$ cat config.mk
export PLATFORM = sky130hd
export DESIGN_NAME = icrc_engine
export DESIGN_NICKNAME = d
export VERILOG_FILES = /design/src/verilog/icrc_bit_step.v /design/src/verilog/icrc_engine.v
export VERILOG_INCLUDE_DIRS = /design/src /design/src/inc
export SDC_FILE = /design/constraint.sdc
export NUM_CORES = 1
export LEC_CHECK = 0
export ABC_AREA = 1
export ABC_CLOCK_PERIOD_IN_PS = 3800
export BUFFER_PORTS_ARGS = -buffer_cell sky130_fd_sc_hd__buf_2
export CORE_ASPECT_RATIO = 1.2
export CORE_MARGIN = 2
export CORE_UTILIZATION = 25
export DETAILED_ROUTE_END_ITERATION = 7
export GPL_TIMING_DRIVEN = 1
export PLACE_DENSITY = 0.43
export SETUP_SLACK_MARGIN = 0.5
export SLEW_MARGIN = 20
export SYNTH_ARGS = -nofsm -noshare
export SYNTH_HDL_FRONTEND = slang
export SYNTH_SLANG_ARGS = --single-unit
$ cat constraint.sdc
create_clock -name core_clk -period 3.8 [get_ports core_clk]
set_input_delay 0.95 -clock core_clk [delete_from_list [all_inputs] [get_ports core_clk]]
set_output_delay 0.95 -clock core_clk [all_outputs]
set_load 0.02 [all_outputs]
$ cat src/inc/icrc_consts.vh
`ifndef ICRC_CONSTS_VH
`define ICRC_CONSTS_VH
`define ICRC_POLY 16'h8005
`define ICRC_BITS_PER_BYTE 4'h8
`define ICRC_PC_BACKUP 16'h0003
`define ICRC_ZERO16 16'h0000
`define ICRC_ONE16 16'h0001
`define ICRC_MSB 15
`define ICRC_SHIFT_ZERO 4'h0
`define ICRC_SHIFT_ONE 4'h1
`endif

$ cat src/verilog/icrc_bit_step.v
`timescale 1ns/1ns
`include "icrc_consts.vh"
module icrc_bit_step (
  input wire [15:0] remIn,
  input wire dataBit,
  output wire [15:0] remOut,
  output wire msbOut
);
  assign msbOut = remIn[`ICRC_MSB];
  assign remOut = {remIn[`ICRC_MSB - 1:0], dataBit} ^ (msbOut ? `ICRC_POLY : `ICRC_ZERO16);
endmodule

$ cat src/verilog/icrc_engine.v
`timescale 1ns/1ns
`include "icrc_consts.vh"
module icrc_engine (
  input wire core_clk,
  input wire sys_rst,
  input wire start,
  input wire [15:0] operandAddr,
  input wire [15:0] operandCount,
  input wire [15:0] pcIn,
  input wire [15:0] accIn,
  input wire accLoad,
  input wire incompleteIn,
  input wire flagLoad,
  input wire [15:0] memReadData,
  input wire memoryReadComplete,
  input wire interruptPending,
  input wire interruptSeqDone,
  output reg memReadReq,
  output reg [15:0] memReadAddr,
  output reg [15:0] crcAccumulator,
  output reg [15:0] arrayPointer,
  output reg [15:0] byteCounter,
  output reg [15:0] polynomialHolder,
  output reg incompleteFlag,
  output reg [15:0] pcOut,
  output reg instrFetchReq,
  output reg interruptSeqReq,
  output reg busy,
  output reg done,
  output reg yielded
);
  // ----------------------------------------
  // State encoding
  // ----------------------------------------
  localparam [3:0] ST_IDLE = 4'h0;
  localparam [3:0] ST_WAIT = 4'h1;
  localparam [3:0] ST_SHIFT = 4'h2;
  localparam [3:0] ST_BYTEEND = 4'h3;
  localparam [3:0] ST_INTCHK = 4'h4;
  localparam [3:0] ST_INTSEQ = 4'h5;
  localparam [3:0] ST_FINISH = 4'h6;

  reg [3:0] state_reg;
  reg [15:0] operandShiftRegister_reg;
  reg [3:0] shiftCount_reg;
  reg rightByte_reg;
  reg shiftedOutFlag_reg;
  reg intSample_reg;
  reg [3:0] state_next;
  reg [15:0] operandShiftRegister_next;
  reg [3:0] shiftCount_next;
  reg rightByte_next;
  reg shiftedOutFlag_next;
  reg intSample_next;
  reg memReadReq_next;
  reg [15:0] memReadAddr_next;
  reg [15:0] crcAccumulator_next;
  reg [15:0] arrayPointer_next;
  reg [15:0] byteCounter_next;
  reg [15:0] polynomialHolder_next;
  reg incompleteFlag_next;
  reg [15:0] pcOut_next;
  reg instrFetchReq_next;
  reg interruptSeqReq_next;
  reg busy_next;
  reg done_next;
  reg yielded_next;
  wire [15:0] stepRem;
  wire stepMsb;
  wire [15:0] cntDec;

  assign cntDec = byteCounter - `ICRC_ONE16;

  icrc_bit_step bitStep (
    .remIn(crcAccumulator),
    .dataBit(operandShiftRegister_reg[`ICRC_MSB]),
    .remOut(stepRem),
    .msbOut(stepMsb)
  );

  // ----------------------------------------
  // Next-state logic
  // ----------------------------------------
  // The xor with the polynomial is applied only when the old bit 15 is set, which saves
  // the separate correction cycle that an always-xor datapath would need.
  always @* begin
    state_next = state_reg;
    operandShiftRegister_next = operandShiftRegister_reg;
    shiftCount_next = shiftCount_reg;
    rightByte_next = rightByte_reg;
    shiftedOutFlag_next = shiftedOutFlag_reg;
    intSample_next = intSample_reg;
    memReadReq_next = 1'b0;
    memReadAddr_next = memReadAddr;
    crcAccumulator_next = crcAccumulator;
    arrayPointer_next = arrayPointer;
    byteCounter_next = byteCounter;
    polynomialHolder_next = polynomialHolder;
    incompleteFlag_next = incompleteFlag;
    pcOut_next = pcOut;
    instrFetchReq_next = 1'b0;
    interruptSeqReq_next = interruptSeqReq;
    busy_next = busy;
    done_next = 1'b0;
    yielded_next = 1'b0;
    case (state_reg)
      ST_IDLE: begin
        if (accLoad) begin
          crcAccumulator_next = accIn;
        end
        if (flagLoad) begin
          incompleteFlag_next = incompleteIn;
        end
        if (start) begin
          busy_next = 1'b1;
          polynomialHolder_next = `ICRC_POLY;
          pcOut_next = pcIn;
          rightByte_next = 1'b0;
          shiftCount_next = `ICRC_BITS_PER_BYTE;
          if (incompleteFlag) begin
            memReadReq_next = 1'b1;
            memReadAddr_next = arrayPointer;
            state_next = ST_WAIT;
          end else if (operandCount == `ICRC_ZERO16) begin
            arrayPointer_next = operandAddr;
            byteCounter_next = operandCount;
            state_next = ST_FINISH;
          end else begin
            arrayPointer_next = operandAddr;
            byteCounter_next = operandCount;
            memReadReq_next = 1'b1;
            memReadAddr_next = operandAddr;
            incompleteFlag_next = 1'b1;
            state_next = ST_WAIT;
          end
        end
      end
      ST_WAIT: begin
        // Read data is taken only in the completion cycle; at other times the memory
        // bus carries nothing usable.
        // wait for memory
        if (memoryReadComplete) begin
          operandShiftRegister_next = memReadData;
          shiftCount_next = `ICRC_BITS_PER_BYTE;
          rightByte_next = 1'b0;
          state_next = ST_SHIFT;
        end
      end
      ST_SHIFT: begin
        crcAccumulator_next = stepRem;
        shiftedOutFlag_next = stepMsb;
        operandShiftRegister_next = {operandShiftRegister_reg[`ICRC_MSB - 1:0], 1'b0};
        shiftCount_next = shiftCount_reg - `ICRC_SHIFT_ONE;
        if (shiftCount_reg == `ICRC_SHIFT_ONE) begin
          state_next = ST_BYTEEND;
        end
      end
      ST_BYTEEND: begin
        byteCounter_next = cntDec;
        if (!rightByte_reg) begin
          if (cntDec == `ICRC_ZERO16) begin
            state_next = ST_FINISH;
          end else begin
            rightByte_next = 1'b1;
            shiftCount_next = `ICRC_BITS_PER_BYTE;
            state_next = ST_SHIFT;
          end
        end else begin
          intSample_next = interruptPending;
          state_next = ST_INTCHK;
        end
      end
      ST_INTCHK: begin
        intSample_next = 1'b0;
        // A request seen at byte end must still stand one cycle later, since a trap
        // taken in between withdraws it.
        // second sample confirms
        if (intSample_reg && interruptPending) begin
          if (byteCounter == `ICRC_ZERO16) begin
            arrayPointer_next = arrayPointer + `ICRC_ONE16;
            state_next = ST_FINISH;
          end else begin
            arrayPointer_next = arrayPointer + `ICRC_ONE16;
            pcOut_next = pcOut - `ICRC_PC_BACKUP;
            interruptSeqReq_next = 1'b1;
            state_next = ST_INTSEQ;
          end
        end else if (byteCounter == `ICRC_ZERO16) begin
          state_next = ST_FINISH;
        end else begin
          arrayPointer_next = arrayPointer + `ICRC_ONE16;
          memReadReq_next = 1'b1;
          memReadAddr_next = arrayPointer + `ICRC_ONE16;
          state_next = ST_WAIT;
        end
      end
      ST_INTSEQ: begin
        if (interruptSeqDone) begin
          interruptSeqReq_next = 1'b0;
          busy_next = 1'b0;
          yielded_next = 1'b1;
          done_next = 1'b1;
          state_next = ST_IDLE;
        end
      end
      ST_FINISH: begin
        incompleteFlag_next = 1'b0;
        pcOut_next = pcOut + `ICRC_ONE16;
        instrFetchReq_next = 1'b1;
        busy_next = 1'b0;
        done_next = 1'b1;
        state_next = ST_IDLE;
      end
      default: begin
        state_next = ST_IDLE;
      end
    endcase
  end

  // ----------------------------------------
  // State registers
  // ----------------------------------------
  always @(posedge core_clk or posedge sys_rst) begin
    if (sys_rst) begin
      state_reg <= ST_IDLE;
      operandShiftRegister_reg <= `ICRC_ZERO16;
      shiftCount_reg <= `ICRC_SHIFT_ZERO;
      rightByte_reg <= 1'b0;
      shiftedOutFlag_reg <= 1'b0;
      intSample_reg <= 1'b0;
      memReadReq <= 1'b0;
      memReadAddr <= `ICRC_ZERO16;
      crcAccumulator <= `ICRC_ZERO16;
      arrayPointer <= `ICRC_ZERO16;
      byteCounter <= `ICRC_ZERO16;
      polynomialHolder <= `ICRC_ZERO16;
      incompleteFlag <= 1'b0;
      pcOut <= `ICRC_ZERO16;
      instrFetchReq <= 1'b0;
      interruptSeqReq <= 1'b0;
      busy <= 1'b0;
      done <= 1'b0;
      yielded <= 1'b0;
    end else begin
      state_reg <= state_next;
      operandShiftRegister_reg <= operandShiftRegister_next;
      shiftCount_reg <= shiftCount_next;
      rightByte_reg <= rightByte_next;
      shiftedOutFlag_reg <= shiftedOutFlag_next;
      intSample_reg <= intSample_next;
      memReadReq <= memReadReq_next;
      memReadAddr <= memReadAddr_next;
      crcAccumulator <= crcAccumulator_next;
      arrayPointer <= arrayPointer_next;
      byteCounter <= byteCounter_next;
      polynomialHolder <= polynomialHolder_next;
      incompleteFlag <= incompleteFlag_next;
      pcOut <= pcOut_next;
      instrFetchReq <= instrFetchReq_next;
      interruptSeqReq <= interruptSeqReq_next;
      busy <= busy_next;
      done <= done_next;
      yielded <= yielded_next;
    end
  end
endmodule
==> qor.txt, run 1 <==
post-cts resize count = 0
Cell Area, Placed = 8460 µm²
Worst Skew = 0.0132 ns
io pins = 192
fmax = 341 MHz
Core Util, Final = 31.7%
# port buffers = 178
outcome = finished, final reports clean
# H-tree levels = 4
gr ovfl total = 0
final WL = 23.8 mm
final worst setup slack = 0.870 ns
total power = 8.48 mW
nets = 1,284
cells after synthesis = 1,003
CORE AREA = 28,600 µm²
Setup crit start = state_reg[2]
Initial Utilization = 25.2%
Placer Congestion = 0.849
Netlist Area Pre-Place = 7210 µm²
post-synth top area cell = dfrtp_1
TNS Setup = 0 ns
fillcell total = 3,192
RSZ-0062 raised after global routing = false
max_cap viols = 0
async set or reset register ratio after synthesis = 100%
Hold WC Path Type = flop to flop
CTS tree = built
Antenna Violating Nets Remaining = 0
pin count of the biggest net entering global routing = 62
layout cells sized above 1 = 20.7%
Clock Tree Buf Depth = 2
clock sink count = 113
GR Util All Layers = 15.8%
Seq pwr share = 27.1%
cts hold-fix bufs = 0
worst slew pin tran = 0.901 ns
crit path max fanout = 14
CP Capture Type = flop
critical path class = flop to flop
drt wl/cell = 15.1 µm
crit path max-delay cell type = dfrtp_1
Detailed Routing Iterations Pass 1 = 5
HPWL Detailed = 17.8 mm
synthesized flop and latch total = 113
Post-synth top flop = dfrtp_1
Buf/Inv on CP = 5
CP Depth = 16
Switching Share = 48.5%
register area share after synthesis = 39.2%
row count = 68
Pleak = 4.32 nW
DRC = 0
Final Cycle Share = 77.1%
WHS = 0.477 ns
Unique masters post-synth = 41
top cell type's share of synthesized area = 39.2%
Most Frequent Cell on Critical Path = o21ai_0
total area of sequential cells = 2830 µm²
post-CTS setup buffer count = 0
vias in the first global route = 7,107
slowest stage delay, CP = 0.45 ns
pre-CTS setup slack = 0.820 ns
Post-synth EDFFs = 0
internal reg-to-reg setup slack = 0.87 ns
final cell count without fillers = 1,572
die width = 159 µm
min Tclk post-route = 2.93 ns
Crit Reg-Reg Endpoint = pcOut[8]
synthesis-to-finish area growth = 25.8%
NetSw = 4.11 mW
Final Hold Violating Endpoints = 0
Initial DRC Count = 310
Worst-path clk slew = 0.06 ns
Setup Viol. Count Final = 0
VDD IR-drop max = 281 µV
fin area = 9070 µm²
initial antenna violation count = 1
Vias = 7,256
clock latency at the later pin of the worst-skew pair = 0.42 ns
CP arrival = 3.28 ns
delay-heaviest family, CP = compound AO/OA/AOI/OAI gates
fin. max-slew vios = 0
Slew HR = 39.8%
Yosys warnings = 0
worst setup path endpoint = pcOut[8]
clock power share = 20.2%
reg2reg path depth = 16
Die H = 190 µm
first-pass GRT wire length = 38.0 mm
CP Cell Sequence = inv_2 > nor2_4 > inv_2 > nor2_1 > buf_4 > inv_1 > buf_4 > ha_1 > a21oi_1 > o21ai_0 > a21oi_1 > o21ai_0 > and2_1 > o21ai_0 > nand2_1 > nand2_1
combinational power share = 52.6%
Area contributors post-synth = dfrtp_1 39%, nand2_1 12%, nor2_1 7.6%
pwr/cell area = 935 nW/µm²
placed insts = 1,541
vias per cell = 4.62
Root Driver = clkbuf_16
Critical R2R Launch = state_reg[2]
startpoint types = flop
Synth Area per Inst = 7.19 µm²
Die ar. = 30,200 µm²
WP data required = 4.15 ns
Pint = 4.37 mW
CTS Buf Count = 17
area of the multi-input gates = 3730 µm²
## cell type report
cell class	instances	area share [%]
clock buffer	20	4.92
inverter	106	4.43
multi-input combinational	744	41.2
timing repair buffer	193	11.2
antenna	1	0.0276
tap	385	5.31
sequential	113	31.2
clock inverter	10	1.78
## worst min-delay path by stage
stage / from / end / depth (start not counted)
CTS: rightByte_reg / rightByte_reg / 2
floorplan: rightByte_reg / rightByte_reg / 2
global route: rightByte_reg / rightByte_reg / 2
finish: rightByte_reg / rightByte_reg / 2
detailed placement: rightByte_reg / rightByte_reg / 2
global placement: rightByte_reg / rightByte_reg / 2
## routing by layer
| metal | vias up | GRT usage (%) | share of wire [%] |
|---|---|---|---|
| li1 | 3663 | - | - |
| met1 | 3384 | 19.6 | 45 |
| met2 | 187 | 27.6 | 49 |
| met3 | 22 | 3.49 | 4.6 |
| met4 | 0 | 4.58 | 1.6 |
| met5 | - | 0 | 0 |
## cells by family (layout without fill, tap and decap cells)
logic type      Yosys count  count (layout)  synth area share [%]
buf+inv                 158             329                  9.75
other cells               1              14                0.0520
xor+xnor                 18              18                  2.19
compound gates          184             184                  15.7
flops                   113             113                  39.2
simple gates            509             509                  29.6
fa+ha+maj                20              20                  3.47
## cells in the mapped netlist (2+ instances only)
master and n:
ha_1 20, clkbuf_1 16, o221ai_1 6, nor3_2 2, nor3_1 50, a21oi_2 5, nand2_1 224, a22oi_1 9
o21ai_0 61, nor2_4 2, a21o_1 3, xor2_1 11, buf_6 2, o22ai_1 2, a31oi_1 27, nor2_1 147
or2_2 7, dfrtp_1 113, a21oi_1 28, inv_1 101, a211oi_1 4, nand3_1 60, nand2_2 2, nand4_1 11
buf_4 21, buf_2 13, o211ai_1 32, o21ai_1 2, xnor2_1 7, inv_2 4
## worst register-to-register path, cell delays in order, from the launching register on
cell and delay (ns):
dfrtp_1 0.45, inv_2 0.12, nor2_4 0.04, inv_2 0.22, nor2_1 0.07, buf_4 0.16
inv_1 0.07, buf_4 0.22, ha_1 0.32, a21oi_1 0.20, o21ai_0 0.14, a21oi_1 0.30
o21ai_0 0.15, and2_1 0.15, o21ai_0 0.14, nand2_1 0.07, nand2_1 0.05
## power by group through the flow
stage | sequential, mW | clock (mW) | combinational, mW
after floorplan | 2.68 | 0 | 2.78
after global placement | 2.33 | 0 | 4.50
after detailed placement | 2.33 | 0 | 4.49
after CTS | 2.31 | 1.76 | 4.51
after global routing | 2.39 | 1.81 | 5.04
final | 2.30 | 1.72 | 4.46
## cells in the final DEF, fill, tap and decap left out, types with 3 or more instances in the layout
cell and instances:
a21o_1 3, clkinvlp_4 4, o21ai_0 61, nor2_1 147, inv_1 100, nand2_1 224
clkbuf_16 17, buf_2 178, dfrtp_1 113, a21oi_2 5, a22oi_1 9, o221ai_1 6
or2_2 7, xor2_1 11, nor3_1 50, bufinv_16 4, buf_4 14, nand3_1 60
conb_1 13, nand4_1 11, a31oi_1 27, a21oi_1 28, ha_1 20, xnor2_1 7
a211oi_1 4, o211ai_1 32, inv_2 4
(Power assumes the default switching activity.)
==> inputs of run 2 (changes only) <==
- ABC_CLOCK_PERIOD_IN_PS: 3800 -> 2700
- PLACE_DENSITY: 0.43 -> 0.42
- clock period: 3.8 -> 2.7 ns (I/O delays scaled with it)
==> qor.txt, run 2 (synthesized netlist as in run 1, its figures left out) <==
clock power share = 20.5%
Cell Area, Placed = 8590 µm²
Final Cycle Share = 80.5%
Core Util, Final = 33.5%
fin area = 9570 µm²
Placer Congestion = 0.861
final cell count without fillers = 1,586
max_cap viols = 0
Vias = 7,324
startpoint types = flop
DRC = 0
drt wl/cell = 15.4 µm
final worst setup slack = 0.526 ns
synthesis-to-finish area growth = 32.7%
Root Driver = clkbuf_16
CP Capture Type = flop
placed insts = 1,547
# H-tree levels = 4
CP arrival = 2.49 ns
CORE AREA = 28,600 µm²
Hold WC Path Type = input pin to asynchronous set/reset pin
row count = 68
RSZ-0062 raised after global routing = true
# port buffers = 178
HPWL Detailed = 18.0 mm
VDD IR-drop max = 344 µV
die width = 159 µm
Switching Share = 47.4%
initial antenna violation count = 1
WP data required = 3.01 ns
WHS = 0.304 ns
Antenna Violating Nets Remaining = 0
Detailed Routing Iterations Pass 1 = 5
fin. max-slew vios = 0
pin count of the biggest net entering global routing = 44
nets = 1,297
min Tclk post-route = 2.17 ns
Pint = 6.74 mW
reg2reg path depth = 15
TNS Setup = 0 ns
pwr/cell area = 1340 nW/µm²
Final Hold Violating Endpoints = 0
CTS tree = built
Initial Utilization = 25.2%
GR Util All Layers = 16.4%
layout cells sized above 1 = 26.6%
Setup Viol. Count Final = 0
critical path class = flop to flop
crit path max fanout = 14
most frequent cells in the layout = 221 x nand2_1, 178 x buf_2, 135 x nor2_1, 109 x dfrtp_1, 92 x inv_1
Pleak = 4.43 nW
most common cell after layout, fill and taps aside = nand2_1
gr ovfl total = 0
io pins = 192
Initial DRC Count = 299
fmax = 460 MHz
Worst-path clk slew = 0.06 ns
total power = 12.8 mW
final WL = 24.4 mm
Clock Tree Buf Depth = 2
Seq pwr share = 25.4%
vias per cell = 4.62
outcome = finished, final reports clean
vias in the first global route = 7,323
worst slew pin tran = 0.584 ns
pre-CTS setup slack = 0.257 ns
NetSw = 6.08 mW
Ant. Diodes = 0
Die ar. = 30,200 µm²
Die H = 190 µm
CTS Buf Count = 17
clock sink count = 113
combinational power share = 54.0%
Slew HR = 61.0%
clock latency at the later pin of the worst-skew pair = 0.43 ns
first-pass GRT wire length = 39.2 mm
Worst Skew = 0.0101 ns
[run 2: repair_timing]
action / 4_1_cts / 5_1_grt
pin swaps: 2 / 5
resized for setup: 25 / 44
setup buffers: 6 / 1
hold buffers: 0 / 0
setup endpoints to repair: 18 / 58
[run 2: layer usage]
metal  vias up  track usage (%)  wire length, µm
li1       3675                -                -
met1      3472             20.5            11100
met2       154             28.5            12000
met3        21             3.40              969
met4         2             4.62              293
met5         -                0               13
[run 2: critical path, cell delays in order, from the launching register on]
cell and delay [ns]:
dfrtp_2 0.42, nor2_4 0.12, inv_2 0.05, nor2_4 0.15, inv_8 0.11, ha_4 0.30, nand2_1 0.06, o21ai_2 0.16
buf_4 0.16, nand3_1 0.10, nand3_2 0.11, a21oi_2 0.06, nand2_1 0.06, nand2_1 0.04, nor2_1 0.08, o21ai_0 0.07
[run 2: power groups by stage]
| stage | Combinational [mW] | Clock (mW) | Sequential, mW |
|---|---|---|---|
| global route | 7.80 | 2.77 | 3.38 |
| global placement | 6.49 | 0 | 3.28 |
| floorplan | 3.98 | 0 | 3.79 |
| CTS | 6.72 | 2.70 | 3.27 |
| detailed placement | 6.49 | 0 | 3.27 |
| finish | 6.92 | 2.63 | 3.26 |
[run 2: final cells by class]
type / instances / area (µm²)
Fill cell: 3127 / 19000
Multi-Input combinational cell: 744 / 4040
Sequential cell: 113 / 2830
Timing Repair Buffer: 206 / 1140
Tap cell: 385 / 482
Clock buffer: 21 / 450
Inverter: 106 / 420
Clock inverter: 11 / 209
[run 2: worst paths after layout]
| path | from | to | slack [ns] |
|---|---|---|---|
| max | state_reg[0] | pcOut[15] | 0.53 |
| min | sys_rst | memReadAddr[12] | 0.30 |
| max reg2reg | state_reg[0] | pcOut[15] | 0.53 |
| min reg2reg | rightByte_reg | rightByte_reg | 0.48 |
| max in group asynchronous | sys_rst | byteCounter[7] | 1.67 |
| min in group core_clk | rightByte_reg | rightByte_reg | 0.48 |
==> inputs of run 3 (changes only) <==
- ABC_CLOCK_PERIOD_IN_PS: 2700 -> 1900
- PLACE_DENSITY: 0.42 -> 0.43
- clock period: 2.7 -> 1.9 ns (I/O delays scaled with it)
==> qor.txt, run 3 (synthesized netlist as in run 1, its figures left out) <==
Setup Viol. Count Final = 27
fin area = 12,900 µm²
vias in the first global route = 7,910
Detailed Routing Iterations Pass 1 = 5
fin. max-slew vios = 0
fillcell total = 2,890
drt wl/cell = 16.4 µm
final worst setup slack = -0.279 ns
pwr/cell area = 1980 nW/µm²
CTS Buf Count = 17
Worst-path clk slew = 0.06 ns
layout cells sized above 1 = 48.5%
initial antenna violation count = 2
VDD IR-drop max = 652 µV
cts hold-fix bufs = 0
Vias = 8,177
HPWL Detailed = 18.5 mm
row count = 68
Seq pwr share = 18.6%
RSZ-0062 raised after global routing = true
violated checks = setup timing
first-pass GRT wire length = 43.8 mm
CTS tree = built
crit path max fanout = 7
CP arrival = 2.50 ns
CP Capture Type = flop
Die H = 190 µm
Cell Area, Placed = 9420 µm²
CORE AREA = 28,600 µm²
nets = 1,470
Placer Congestion = 0.836
DRC = 0
Initial DRC Count = 330
startpoint types = flop
max_cap viols = 0
Pint = 14.4 mW
most common cell after layout, fill and taps aside = nand2_1
fmax = 459 MHz
Pleak = 5.82 nW
Root Driver = clkbuf_16
final WL = 28.8 mm
most frequent cells in the layout = 191 x nand2_1, 121 x buf_4, 117 x buf_2, 104 x nor2_1, 98 x buf_6
Hold WC Path Type = input pin to asynchronous set/reset pin
die width = 159 µm
# port buffers = 178
Worst Skew = 0.00974 ns
clock sink count = 113
Final Cycle Share = 115%
critical path class = flop to flop
Initial Utilization = 25.2%
io pins = 192
NetSw = 11.0 mW
# H-tree levels = 4
clock power share = 14.6%
Switching Share = 43.5%
vias per cell = 4.65
gr ovfl total = 0
pin count of the biggest net entering global routing = 42
Final Hold Violating Endpoints = 0
outcome = finished, violations left
clock latency at the later pin of the worst-skew pair = 0.43 ns
Die ar. = 30,200 µm²
combinational power share = 66.8%
synthesis-to-finish area growth = 78.2%
Clock Tree Buf Depth = 2
min Tclk post-route = 2.18 ns
TNS Setup = -2.68 ns
WP data required = 2.22 ns
Antenna Violating Nets Remaining = 0
GR Util All Layers = 18.5%
[run 3: cell types whose count changed in the layout (fill, tap and decap cells not counted), moves of 15 or more]
| cell | change |
|---|---|
| buf_12 | +15 |
| buf_2 | -61 |
| buf_4 | +97 |
| buf_6 | +97 |
| dfrtp_1 | -29 |
| dfrtp_2 | +29 |
| nand2_1 | -30 |
| nand2_2 | +16 |
| nand3_1 | -20 |
| nand3_2 | +17 |
| nor2_1 | -31 |
| nor2_4 | +17 |
| o21ai_0 | -33 |
| o21ai_1 | +28 |
[run 3: final timing paths]
check,startpoint,end,slack [ns],depth (start not counted)
hold / removal,sys_rst,pcOut[4],0.02,2
min in group core_clk,memReadData[0],operandShiftRegister_reg[0],0.29,3
setup reg to reg,state_reg[2],pcOut[7],-0.28,15
max in group asynchronous,sys_rst,crcAccumulator[15],1.13,3
hold reg to reg,rightByte_reg,rightByte_reg,0.48,2
setup / recovery,state_reg[2],pcOut[7],-0.28,15
[run 3: final cells by class]
cell class                      instances  area, µm²  area share (%)
Inverter                              106        469            3.65
Clock buffer                           19        453            3.52
Tap cell                              385        482            3.75
Multi-Input combinational cell        744       4850            37.7
Sequential cell                       113       2870            22.3
Timing Repair Buffer                  375       3490            27.1
Antenna cell                            1       2.50          0.0195
Clock inverter                         13        208            1.62
Timing Repair inverter                  4       35.0           0.272
[run 3: critical path, cell delays in order, from the launching register on]
cell and delay [ns]:
dfrtp_2 0.37, inv_2 0.05, nor2_4 0.10, inv_2 0.05, nor2_4 0.10, buf_12 0.14
inv_12 0.05, ha_4 0.24, a21oi_2 0.18, o21ai_2 0.09, a21o_1 0.19, buf_4 0.14
xnor2_1 0.13, nand2_1 0.06, o211ai_1 0.08, nand2_1 0.07
[run 3: power groups by stage]
stage / Sequential (mW) / Combinational, mW / Clock, mW
final: 4.73 / 17.0 / 3.70
after global routing: 4.88 / 18.3 / 3.92
after CTS: 4.68 / 14.4 / 3.80
after detailed placement: 4.65 / 10.9 / 0
after global placement: 4.63 / 10.9 / 0
after floorplan: 5.53 / 6.18 / 0
[run 3: per-stage QoR]
stage / instances / total power [mW] / util [%] / hold WS, ns / setup WS (ns)
floorplan: 1015 / 11.7 / - / 0.449 / -0.280
global placement: 1611 / 15.5 / 33.0 / 0.465 / -0.273
detailed placement: 1611 / 15.6 / 33.0 / 0.475 / -0.298
CTS: 1699 / 22.9 / 40.6 / 0.0142 / -0.274
global route: 1759 / 27.1 / 45.0 / 0.0171 / -0.423
finish: 1760 / 25.4 / 45.0 / 0.0205 / -0.279
[run 3: what timing repair did]
item	4_1_cts	5_1_grt
resized for setup	247	217
setup endpoints to repair	198	199
buffers inserted	40	54
pin swaps	52	44
gates cloned	16	6
[run 3: layer usage]
metal / vias up / part of all wire [%] / track usage (%)
li1: 4038 / - / -
met1: 3944 / 43 / 22.7
met2: 157 / 52 / 33.0
met3: 36 / 3.2 / 3.36
met4: 2 / 1.8 / 5.42
met5: - / 0.038 / 0
